**src/rps_pkg.sv**
```systemverilog
// Constants, types and register map of the remappable pin select block.
// Assumes an Avalon-MM master with 32-bit data and byte addresses.
package rps_pkg;

  // ===========================================================
  // Sizes
  localparam int unsigned RPS_SEL_W    = 6;
  localparam int unsigned RPS_NUM_PINS = 64;
  localparam int unsigned RPS_NUM_FUNC = 64;
  localparam int unsigned RPS_NUM_FLD  = 16;
  localparam int unsigned RPS_NUM_IN   = 13;
  localparam int unsigned RPS_ADDR_W   = 6;

  // ===========================================================
  // Register byte offsets
  localparam logic [5:0] RPS_OFF_UART3_CTS_AND_SPI1_SELECT_INPUT_MAP = 6'h00;
  localparam logic [5:0] RPS_OFF_SPI2_CLOCK_AND_DATA_INPUT_MAP       = 6'h04;
  localparam logic [5:0] RPS_OFF_TIMER_CLOCK_AND_SPI2_SELECT_INPUT_MAP = 6'h08;
  localparam logic [5:0] RPS_OFF_LOGIC_CELL_INPUTS_MAP               = 6'h0C;
  localparam logic [5:0] RPS_OFF_UART4_INPUTS_MAP                    = 6'h10;
  localparam logic [5:0] RPS_OFF_SPI3_CLOCK_AND_DATA_INPUT_MAP       = 6'h14;
  localparam logic [5:0] RPS_OFF_SPI3_SELECT_INPUT_MAP               = 6'h18;
  localparam logic [5:0] RPS_OFF_PINS_ZERO_ONE_OUTPUT_MAP            = 6'h1C;
  localparam logic [5:0] RPS_OFF_LAST                                = 6'h1C;

  // ===========================================================
  // Field layout: field index is register index times two plus one
  // for the upper selector.
  localparam int unsigned RPS_HI_LSB      = 8;
  localparam int unsigned RPS_LO_LSB      = 0;
  localparam int unsigned RPS_FLD_NONE    = 13;
  localparam int unsigned RPS_FLD_OUT0    = 14;
  localparam int unsigned RPS_FLD_OUT1    = 15;
  localparam logic [5:0]  RPS_IN_SEL_RST  = 6'h3F;
  localparam logic [5:0]  RPS_OUT_SEL_RST = 6'h00;

  // Field that steers each routed peripheral input, in struct order.
  localparam int unsigned RPS_IN_FIELD [RPS_NUM_IN] =
    '{1, 0, 3, 2, 5, 4, 7, 6, 9, 8, 11, 10, 12};

  // ===========================================================
  // Bus answer codes
  localparam logic [1:0] RPS_RESP_OKAY   = 2'h0;
  localparam logic [1:0] RPS_RESP_DECERR = 2'h3;

  typedef struct packed {
    logic uart3_cts;
    logic spi1_slave_select_in;
    logic spi2_clock_in;
    logic spi2_data_in;
    logic timer_external_clock;
    logic spi2_slave_select_in;
    logic logic_external_input_b;
    logic logic_external_input_a;
    logic uart4_cts;
    logic uart4_receive;
    logic spi3_clock_in;
    logic spi3_data_in;
    logic spi3_slave_select_in;
  } rps_periph_in_t;

  typedef struct packed {
    logic        read;
    logic        write;
    logic [5:0]  address;
    logic [3:0]  byteenable;
    logic [31:0] writedata;
  } rps_avm_req_t;

  typedef struct packed {
    logic        waitrequest;
    logic [31:0] readdata;
    logic [1:0]  response;
  } rps_avm_rsp_t;

endpackage

```
**src/rps_remappable_pin_select.sv**
```systemverilog
// Remappable pin select: selector registers, input routing from pins to
// peripherals and output routing from peripheral functions to pins 0, 1.
// Assumes pins arrive asynchronously and function outputs share clk_i.
module rps_remappable_pin_select (
  // Clock and reset
  input  wire logic                               clk_i,
  input  wire logic                               reset_n_i,
  // Avalon-MM slave
  input  wire rps_pkg::rps_avm_req_t              avm_req_i,
  output rps_pkg::rps_avm_rsp_t                   avm_rsp_o,
  // Remappable pins
  input  wire logic [rps_pkg::RPS_NUM_PINS-1:0]   remappable_pin_i,
  output logic [1:0]                              remappable_pin_o,
  output logic [1:0]                              remappable_pin_mapped_o,
  // Peripheral side
  input  wire logic [rps_pkg::RPS_NUM_FUNC-1:0]   periph_func_i,
  output rps_pkg::rps_periph_in_t                 periph_in_o
);
  import rps_pkg::*;

  // ===========================================================
  // Bus slave
  logic                  wait_q;
  logic [31:0]           rd_word;
  logic [1:0]            rd_resp;
  logic                  req_seen;
  logic                  hit;
  logic [2:0]            reg_idx;
  logic [RPS_SEL_W-1:0]  field_q [RPS_NUM_FLD];
  logic                  wr_take;

  assign req_seen = (avm_req_i.read || avm_req_i.write) && wait_q;
  assign hit      = (avm_req_i.address <= RPS_OFF_LAST) &&
                    (avm_req_i.address[1:0] == 2'h0);
  assign reg_idx  = avm_req_i.address[4:2];
  assign wr_take  = avm_req_i.write && !wait_q && hit;

  // Waitrequest drops for one cycle in the cycle after a request shows.
  always_ff @(posedge clk_i) begin
    if (!reset_n_i) begin
      wait_q <= 1'b1;
    end else if (req_seen) begin
      wait_q <= 1'b0;
    end else begin
      wait_q <= 1'b1;
    end
  end

  // Read word of the addressed register; unmapped reads give zero.
  always_comb begin
    rd_word = 32'h0000_0000;
    rd_resp = RPS_RESP_DECERR;
    if (hit) begin
      rd_word = {16'h0000,
                 2'b00, field_q[{reg_idx, 1'b1}],
                 2'b00, field_q[{reg_idx, 1'b0}]};
      rd_resp = RPS_RESP_OKAY;
    end
  end

  // Read data is loaded together with the drop of waitrequest, so it
  // stands in the very cycle in which the master takes it.
  always_ff @(posedge clk_i) begin
    if (!reset_n_i) begin
      avm_rsp_o <= '{waitrequest: 1'b1,
                     readdata:    32'h0000_0000,
                     response:    RPS_RESP_OKAY};
    end else begin
      avm_rsp_o.waitrequest <= !req_seen;
      if (req_seen) begin
        avm_rsp_o.readdata <= rd_word;
        avm_rsp_o.response <= rd_resp;
      end
    end
  end

  // ===========================================================
  // Selector fields
  for (genvar f = 0; f < RPS_NUM_FLD; f++) begin : g_field
    localparam logic [2:0] REG_IDX = 3'(f / 2);
    localparam bit         IS_HI   = (f % 2) == 1;
    localparam bit         IS_OUT  = f >= RPS_FLD_OUT0;
    localparam bit         STORED  = f != RPS_FLD_NONE;
    localparam logic [RPS_SEL_W-1:0] RST =
      (IS_OUT || !STORED) ? RPS_OUT_SEL_RST : RPS_IN_SEL_RST;
    logic lane_en;
    logic [RPS_SEL_W-1:0] wr_val;

    assign lane_en = IS_HI ? avm_req_i.byteenable[1]
                           : avm_req_i.byteenable[0];
    assign wr_val  = IS_HI
      ? avm_req_i.writedata[RPS_HI_LSB +: RPS_SEL_W]
      : avm_req_i.writedata[RPS_LO_LSB +: RPS_SEL_W];

    always_ff @(posedge clk_i) begin
      if (!reset_n_i) begin
        field_q[f] <= RST;
      end else if (STORED && wr_take && lane_en &&
                   reg_idx == REG_IDX) begin
        field_q[f] <= wr_val;
      end
    end
  end

  // ===========================================================
  // Pin synchroniser
  logic [RPS_NUM_PINS-1:0] pin_meta_q;
  logic [RPS_NUM_PINS-1:0] pin_sync_q;

  always_ff @(posedge clk_i) begin
    if (!reset_n_i) begin
      pin_meta_q <= '0;
      pin_sync_q <= '0;
    end else begin
      pin_meta_q <= remappable_pin_i;
      pin_sync_q <= pin_meta_q;
    end
  end

  // ===========================================================
  // Input routing
  logic [RPS_NUM_IN-1:0] routed;

  for (genvar i = 0; i < RPS_NUM_IN; i++) begin : g_in_route
    assign routed[RPS_NUM_IN-1-i] =
      pin_sync_q[field_q[RPS_IN_FIELD[i]]];
  end

  always_ff @(posedge clk_i) begin
    if (!reset_n_i) begin
      periph_in_o <= '0;
    end else begin
      periph_in_o <= rps_periph_in_t'(routed);
    end
  end

  // ===========================================================
  // Output routing
  for (genvar p = 0; p < 2; p++) begin : g_out_route
    always_ff @(posedge clk_i) begin
      if (!reset_n_i) begin
        remappable_pin_o[p]        <= 1'b0;
        remappable_pin_mapped_o[p] <= 1'b0;
      end else begin
        remappable_pin_o[p] <=
          periph_func_i[field_q[RPS_FLD_OUT0 + p]];
        remappable_pin_mapped_o[p] <=
          field_q[RPS_FLD_OUT0 + p] != RPS_OUT_SEL_RST;
      end
    end
  end

endmodule

```
**config.mk**
```make
export PLATFORM = sky130hd
export DESIGN_NAME = rps_remappable_pin_select
export DESIGN_NICKNAME = d
export VERILOG_FILES = /design/src/rps_pkg.sv /design/src/rps_remappable_pin_select.sv
export SDC_FILE = /design/constraint.sdc
export NUM_CORES = 1
export LEC_CHECK = 0
export ABC_AREA = 1
export BUFFER_PORTS_ARGS = -buffer_cell sky130_fd_sc_hd__buf_2
export CORE_MARGIN = 4
export CORE_UTILIZATION = 40
export CTS_BUF_LIST = sky130_fd_sc_hd__clkbuf_4 sky130_fd_sc_hd__clkbuf_8 sky130_fd_sc_hd__clkbuf_16
export DETAILED_ROUTE_END_ITERATION = 10
export HOLD_SLACK_MARGIN = 0.12
export PLACE_DENSITY_LB_ADDON = 0.1
export SETUP_SLACK_MARGIN = 0.3
export SLEW_MARGIN = 20
export SYNTH_ARGS = -nofsm -noshare
export SYNTH_HDL_FRONTEND = slang
export SYNTH_SLANG_ARGS = --single-unit
```
**constraint.sdc**
```tcl
create_clock -name clk_i -period 6.7 [get_ports clk_i]
set_clock_uncertainty 0.15 [all_clocks]
set_input_delay 2.01 -clock clk_i [delete_from_list [all_inputs] [get_ports clk_i]]
set_output_delay 2.01 -clock clk_i [all_outputs]
set_load 0.02 [all_outputs]
```
**Yosys cells after proc, flatten, opt, wreduce, memory -nomap -nowiden**

Memories as Yosys holds them, arrays and structs flattened.
Cells that the tools add are included.
W data, S select, Z words.

- Bits in writable memories: 96
- Output and inout port bits: 52
- Bits of input ports: 174
- Logic and storage cells: 184
- Register bits: 181
- Memories: 1

- Eq/ne operators: 7
- Reductions and logical operators: 28
- Bitwise gates (word level): 15
- Order comparisons: 16
- Multiplexer cells: 94

Memories:

| memory | depth | width | rd ports | clocked after memory_dff | wr ports | line | RTL |
|---|---|---|---|---|---|---|---|
| field_q | 16 | 6 | 17 | 0 | 16 | rps_remappable_pin_select.sv:29 | `logic [RPS_SEL_W-1:0] field_q [RPS_NUM_FLD];` |

Operator list:

| kind | count |
|---|---|
| $lt A6 B7 Y1 const B | 15 |
| $bmux W1 S6 | 15 |
| $mux W6 | 15 |
| $mux W1 | 62 |
| $logic_and A1 B1 Y1 | 21 |
| $or A1 B1 Y1 | 15 |
| $mux W14 | 1 |
| $eq A3 B3 Y1 const B | 4 |
| $reduce_bool A6 Y1 | 2 |
| $eq A3 B2 Y1 const B | 2 |
| $le A6 B5 Y1 const B | 1 |
| $eq A3 B1 Y1 const B | 1 |
| $logic_not A3 Y1 | 1 |
| $logic_not A1 Y1 | 2 |
| $logic_not A2 Y1 | 1 |
| $mux W2 | 1 |
| $logic_or A1 B1 Y1 | 1 |

**Longest topological paths before layout**

- Depth in word-level cells: 9
- Mapped depth: 13

**Worst setup path after synthesis**

Ideal clock, no wire load.

- Path type: input port to flip-flop
- Start point: input port avm_req_i[41] in the netlist's numbering
- End point: memory field_q[8][0], in the netlist field_q[4][0] (enable)
- Stages on the path: 7
- Setup time: 0.377 ns
- Data arrival time: 3.153 ns
- Setup slack: 3.020 ns
- Cell sequence: nor3_1 nand3b_1 inv_1 nand2_1 nor2_2 inv_1 o21ai_0

RTL lines:

| item | line | RTL |
|---|---|---|
| start: declaration | rps_remappable_pin_select.sv:9 | `input wire rps_pkg::rps_avm_req_t avm_req_i,` |
| end: declaration | rps_remappable_pin_select.sv:29 |  |

==> results.py <==
metrics = {
    "outcome": {
        "outcome": "completed",
    },
    "global_route": {
        "grt_pass1_vias": 19700,
        "grt_max_degree": 57,
        "antenna_found_initial": 0,
        "overflow": 0,
        "grt_pass1_wl_um": 120000,
        "grt_use_total": 0.310,
    },
    "timing": {
        "rsz0062_at_grt": "no",
        "drv_slew": 0,
        "worst_pin_slew_ns": 1.27,
        "fin_crit_sh": 0.562,
        "whs_ns": 0.244,
        "period_needed_ns": 3.77,
        "setup_violations": 0,
        "fmax_mhz": 265,
        "tns_ns": 0,
        "slew_headroom": 0.149,
        "hold_viol_final": 0,
    },
    "synthesis": {
        "yosysUniqueCellTypes": 28,
        "netlist_area_mm2": 0.0187,
        "yosysWarningCount": 0,
        "avgSynthCellArea_um2": 5.86,
        "yosysSeqAreaShare": 0.314,
        "yosys_register_bits": 249,
        "synthCells": 3195,
    },
    "clock_tree": {
        "clk_latency_ns": 0.60,
        "cts-htree-levels": 1,
        "post_cts_buffers": 0,
        "clockBufferDepth": 3,
        "clk_pin_slew_ns": 0.06,
        "cts_hold_buf": 0,
        "clkSinkCount": 249,
        "cts_tree": "done",
        "cts_resized": 0,
        "cts_root_buf": "clkbuf_16",
        "cts_buffers": 29,
    },
    "setup_path": {
        "cp_data_arrival_time_ns": 3.83,
        "cp_slowest_stage_delay_ns": 0.74,
        "cp_max_fo": 13,
        "start_kind": "input pin",
        "path_class": "input pin to register",
        "required_ns": 6.77,
        "slowest_stage": "o21ai_0",
        "crit_chain": "buf_2 > nor2_2 > inv_2 > o21ai_0",
        "critPathTopFamily": "compound AO/OA/AOI/OAI gates",
        "cp_num_buf_inv": 2,
        "endpoint_kind": "register",
    },
    "final_layout": {
        "fillers": 5016,
        "seq_area_mm2": 0.00589,
        "drive_above_1_share": 0.0958,
        "final_cell_mix": "nand2_1, nand3_1, inv_1",
        "multi_input_area_mm2": 0.0104,
        "nNetsFinal": 3335,
        "syn_to_final_growth_pct": 7.23,
        "instances_no_fill": 3791,
        "insertedDiodeCount": 0,
        "final_common_cell": "nand2_1",
    },
    "drt": {
        "via_count": 21800,
        "routed_wl_um": 81800,
        "post-route-drc-count": 0,
        "drtAntennaViolNets": 0,
        "drt-pass1-iter-count": 7,
        "wl_per_cell_um": 21.6,
        "vias_per_cell": 5.75,
        "drt_iter0_markers": 2972,
    },
    "pwr": {
        "leakage_nw": 9.36,
        "vdd_drop_max_uv": 174,
        "power_density_mw_per_mm2": 185,
    },
    "die": {
        "io_pins": 226,
        "die_w_um": 224,
        "start_util": 0.403,
        "core_area_mm2": 0.0465,
        "rows": 79,
        "dieArea_mm2": 0.0503,
        "die_y_um": 224,
    },
    "min_path": {
        "worstHoldPathType": "register to register",
    },
    "place": {
        "dpl.cell_count": 3736,
        "port-buffer-count": 183,
        "dp_hpwl_um": 52100,
        "place.gp.congestion": 0.972,
    },
    "job": {
        "max_cap_viol_count": 0,
    },
}
## registers in the layout, indices dropped and copies added, names as in the netlist
register	flops
avm_rsp_o	13
field_q	90
periph_in_o	13
pin_meta_q	64
pin_sync_q	64
remappable_pin_mapped_o	2
remappable_pin_o	2
wait_q	1
## logic make-up after synthesis
logic type | count (synthesis) | synth area share
buffers and inverters | 551 | 0.133
and+or+nand+nor | 2222 | 0.500
other | 1 | 0.000200
AOI/OAI and AO/OA | 172 | 0.0530
DFF | 249 | 0.314
## worst min-delay path: stages (launching register included)
cell     delay [ns]
dfxtp_1        0.30
nand2_1        0.04
inv_1          0.04
## through the flow
stage | power (mW) | instance area [um2] | utilization | worst slack (ns)
floorplan | 1.96 | 18800 | - | 3.02
global placement | 2.13 | 19100 | 0.411 | 2.30
detailed placement | 2.14 | 19100 | 0.411 | 2.19
CTS | 3.73 | 20100 | 0.432 | 2.81
global route | 3.84 | 20100 | 0.432 | 2.78
finish | 3.71 | 20100 | 0.432 | 2.93
## cells in the mapped netlist, drive strengths merged
master | count | share of area
o22ai | 18 | 0.0060
o31ai | 1 | 0.00040
conb | 1 | 0.00020
inv | 263 | 0.053
nor3 | 3 | 0.0020
o41ai | 1 | 0.00047
clkbuf | 41 | 0.0082
nand2 | 1408 | 0.28
o2111ai | 12 | 0.0056
o211ai | 22 | 0.0088
o21ai | 56 | 0.015
nand3 | 751 | 0.20
buf | 241 | 0.070
nor2 | 56 | 0.013
a21boi | 1 | 0.00040
edfxtp | 90 | 0.14
dfxtp | 159 | 0.17
clkinv | 6 | 0.0012
a21oi | 61 | 0.016
nand3b | 4 | 0.0016
## power breakdown
| group | leakage [nW] | total (mW) | switching (mW) | internal (mW) |
|---|---|---|---|---|
| clock | 0.485 | 1.58 | 0.675 | 0.905 |
| sequential | 1.97 | 1.76 | 0.151 | 1.61 |
| combinational | 6.90 | 0.366 | 0.230 | 0.136 |
| total | 9.36 | 3.71 | 1.06 | 2.65 |
## layer usage
layer,track usage,routed length (um)
met1,0.397,30900
met2,0.471,35200
met3,0.0697,9290
met4,0.203,6510
met5,0,0
## final cells by class
class | instances | share of cell area
timing repair buffer | 198 | 0.0517
multi-input combinational | 2414 | 0.519
sequential | 249 | 0.293
clock inverter | 11 | 0.00436
clock buffer | 43 | 0.0433
inverter | 269 | 0.0503
tap | 607 | 0.0378
## worst paths after layout
check | end | cells after the start | slack [ns] | from
worst min-delay path | pin_sync_q[33] | 2 | 0.24 | pin_meta_q[33]
worst min register to register | pin_sync_q[33] | 2 | 0.24 | pin_meta_q[33]
worst max register to register | periph_in_o[7] | 9 | 4.00 | field_q[2][0]
worst max-delay path | field_q[4][2] | 4 | 2.93 | avm_req_i[38]
(Power assumes the default switching activity.)
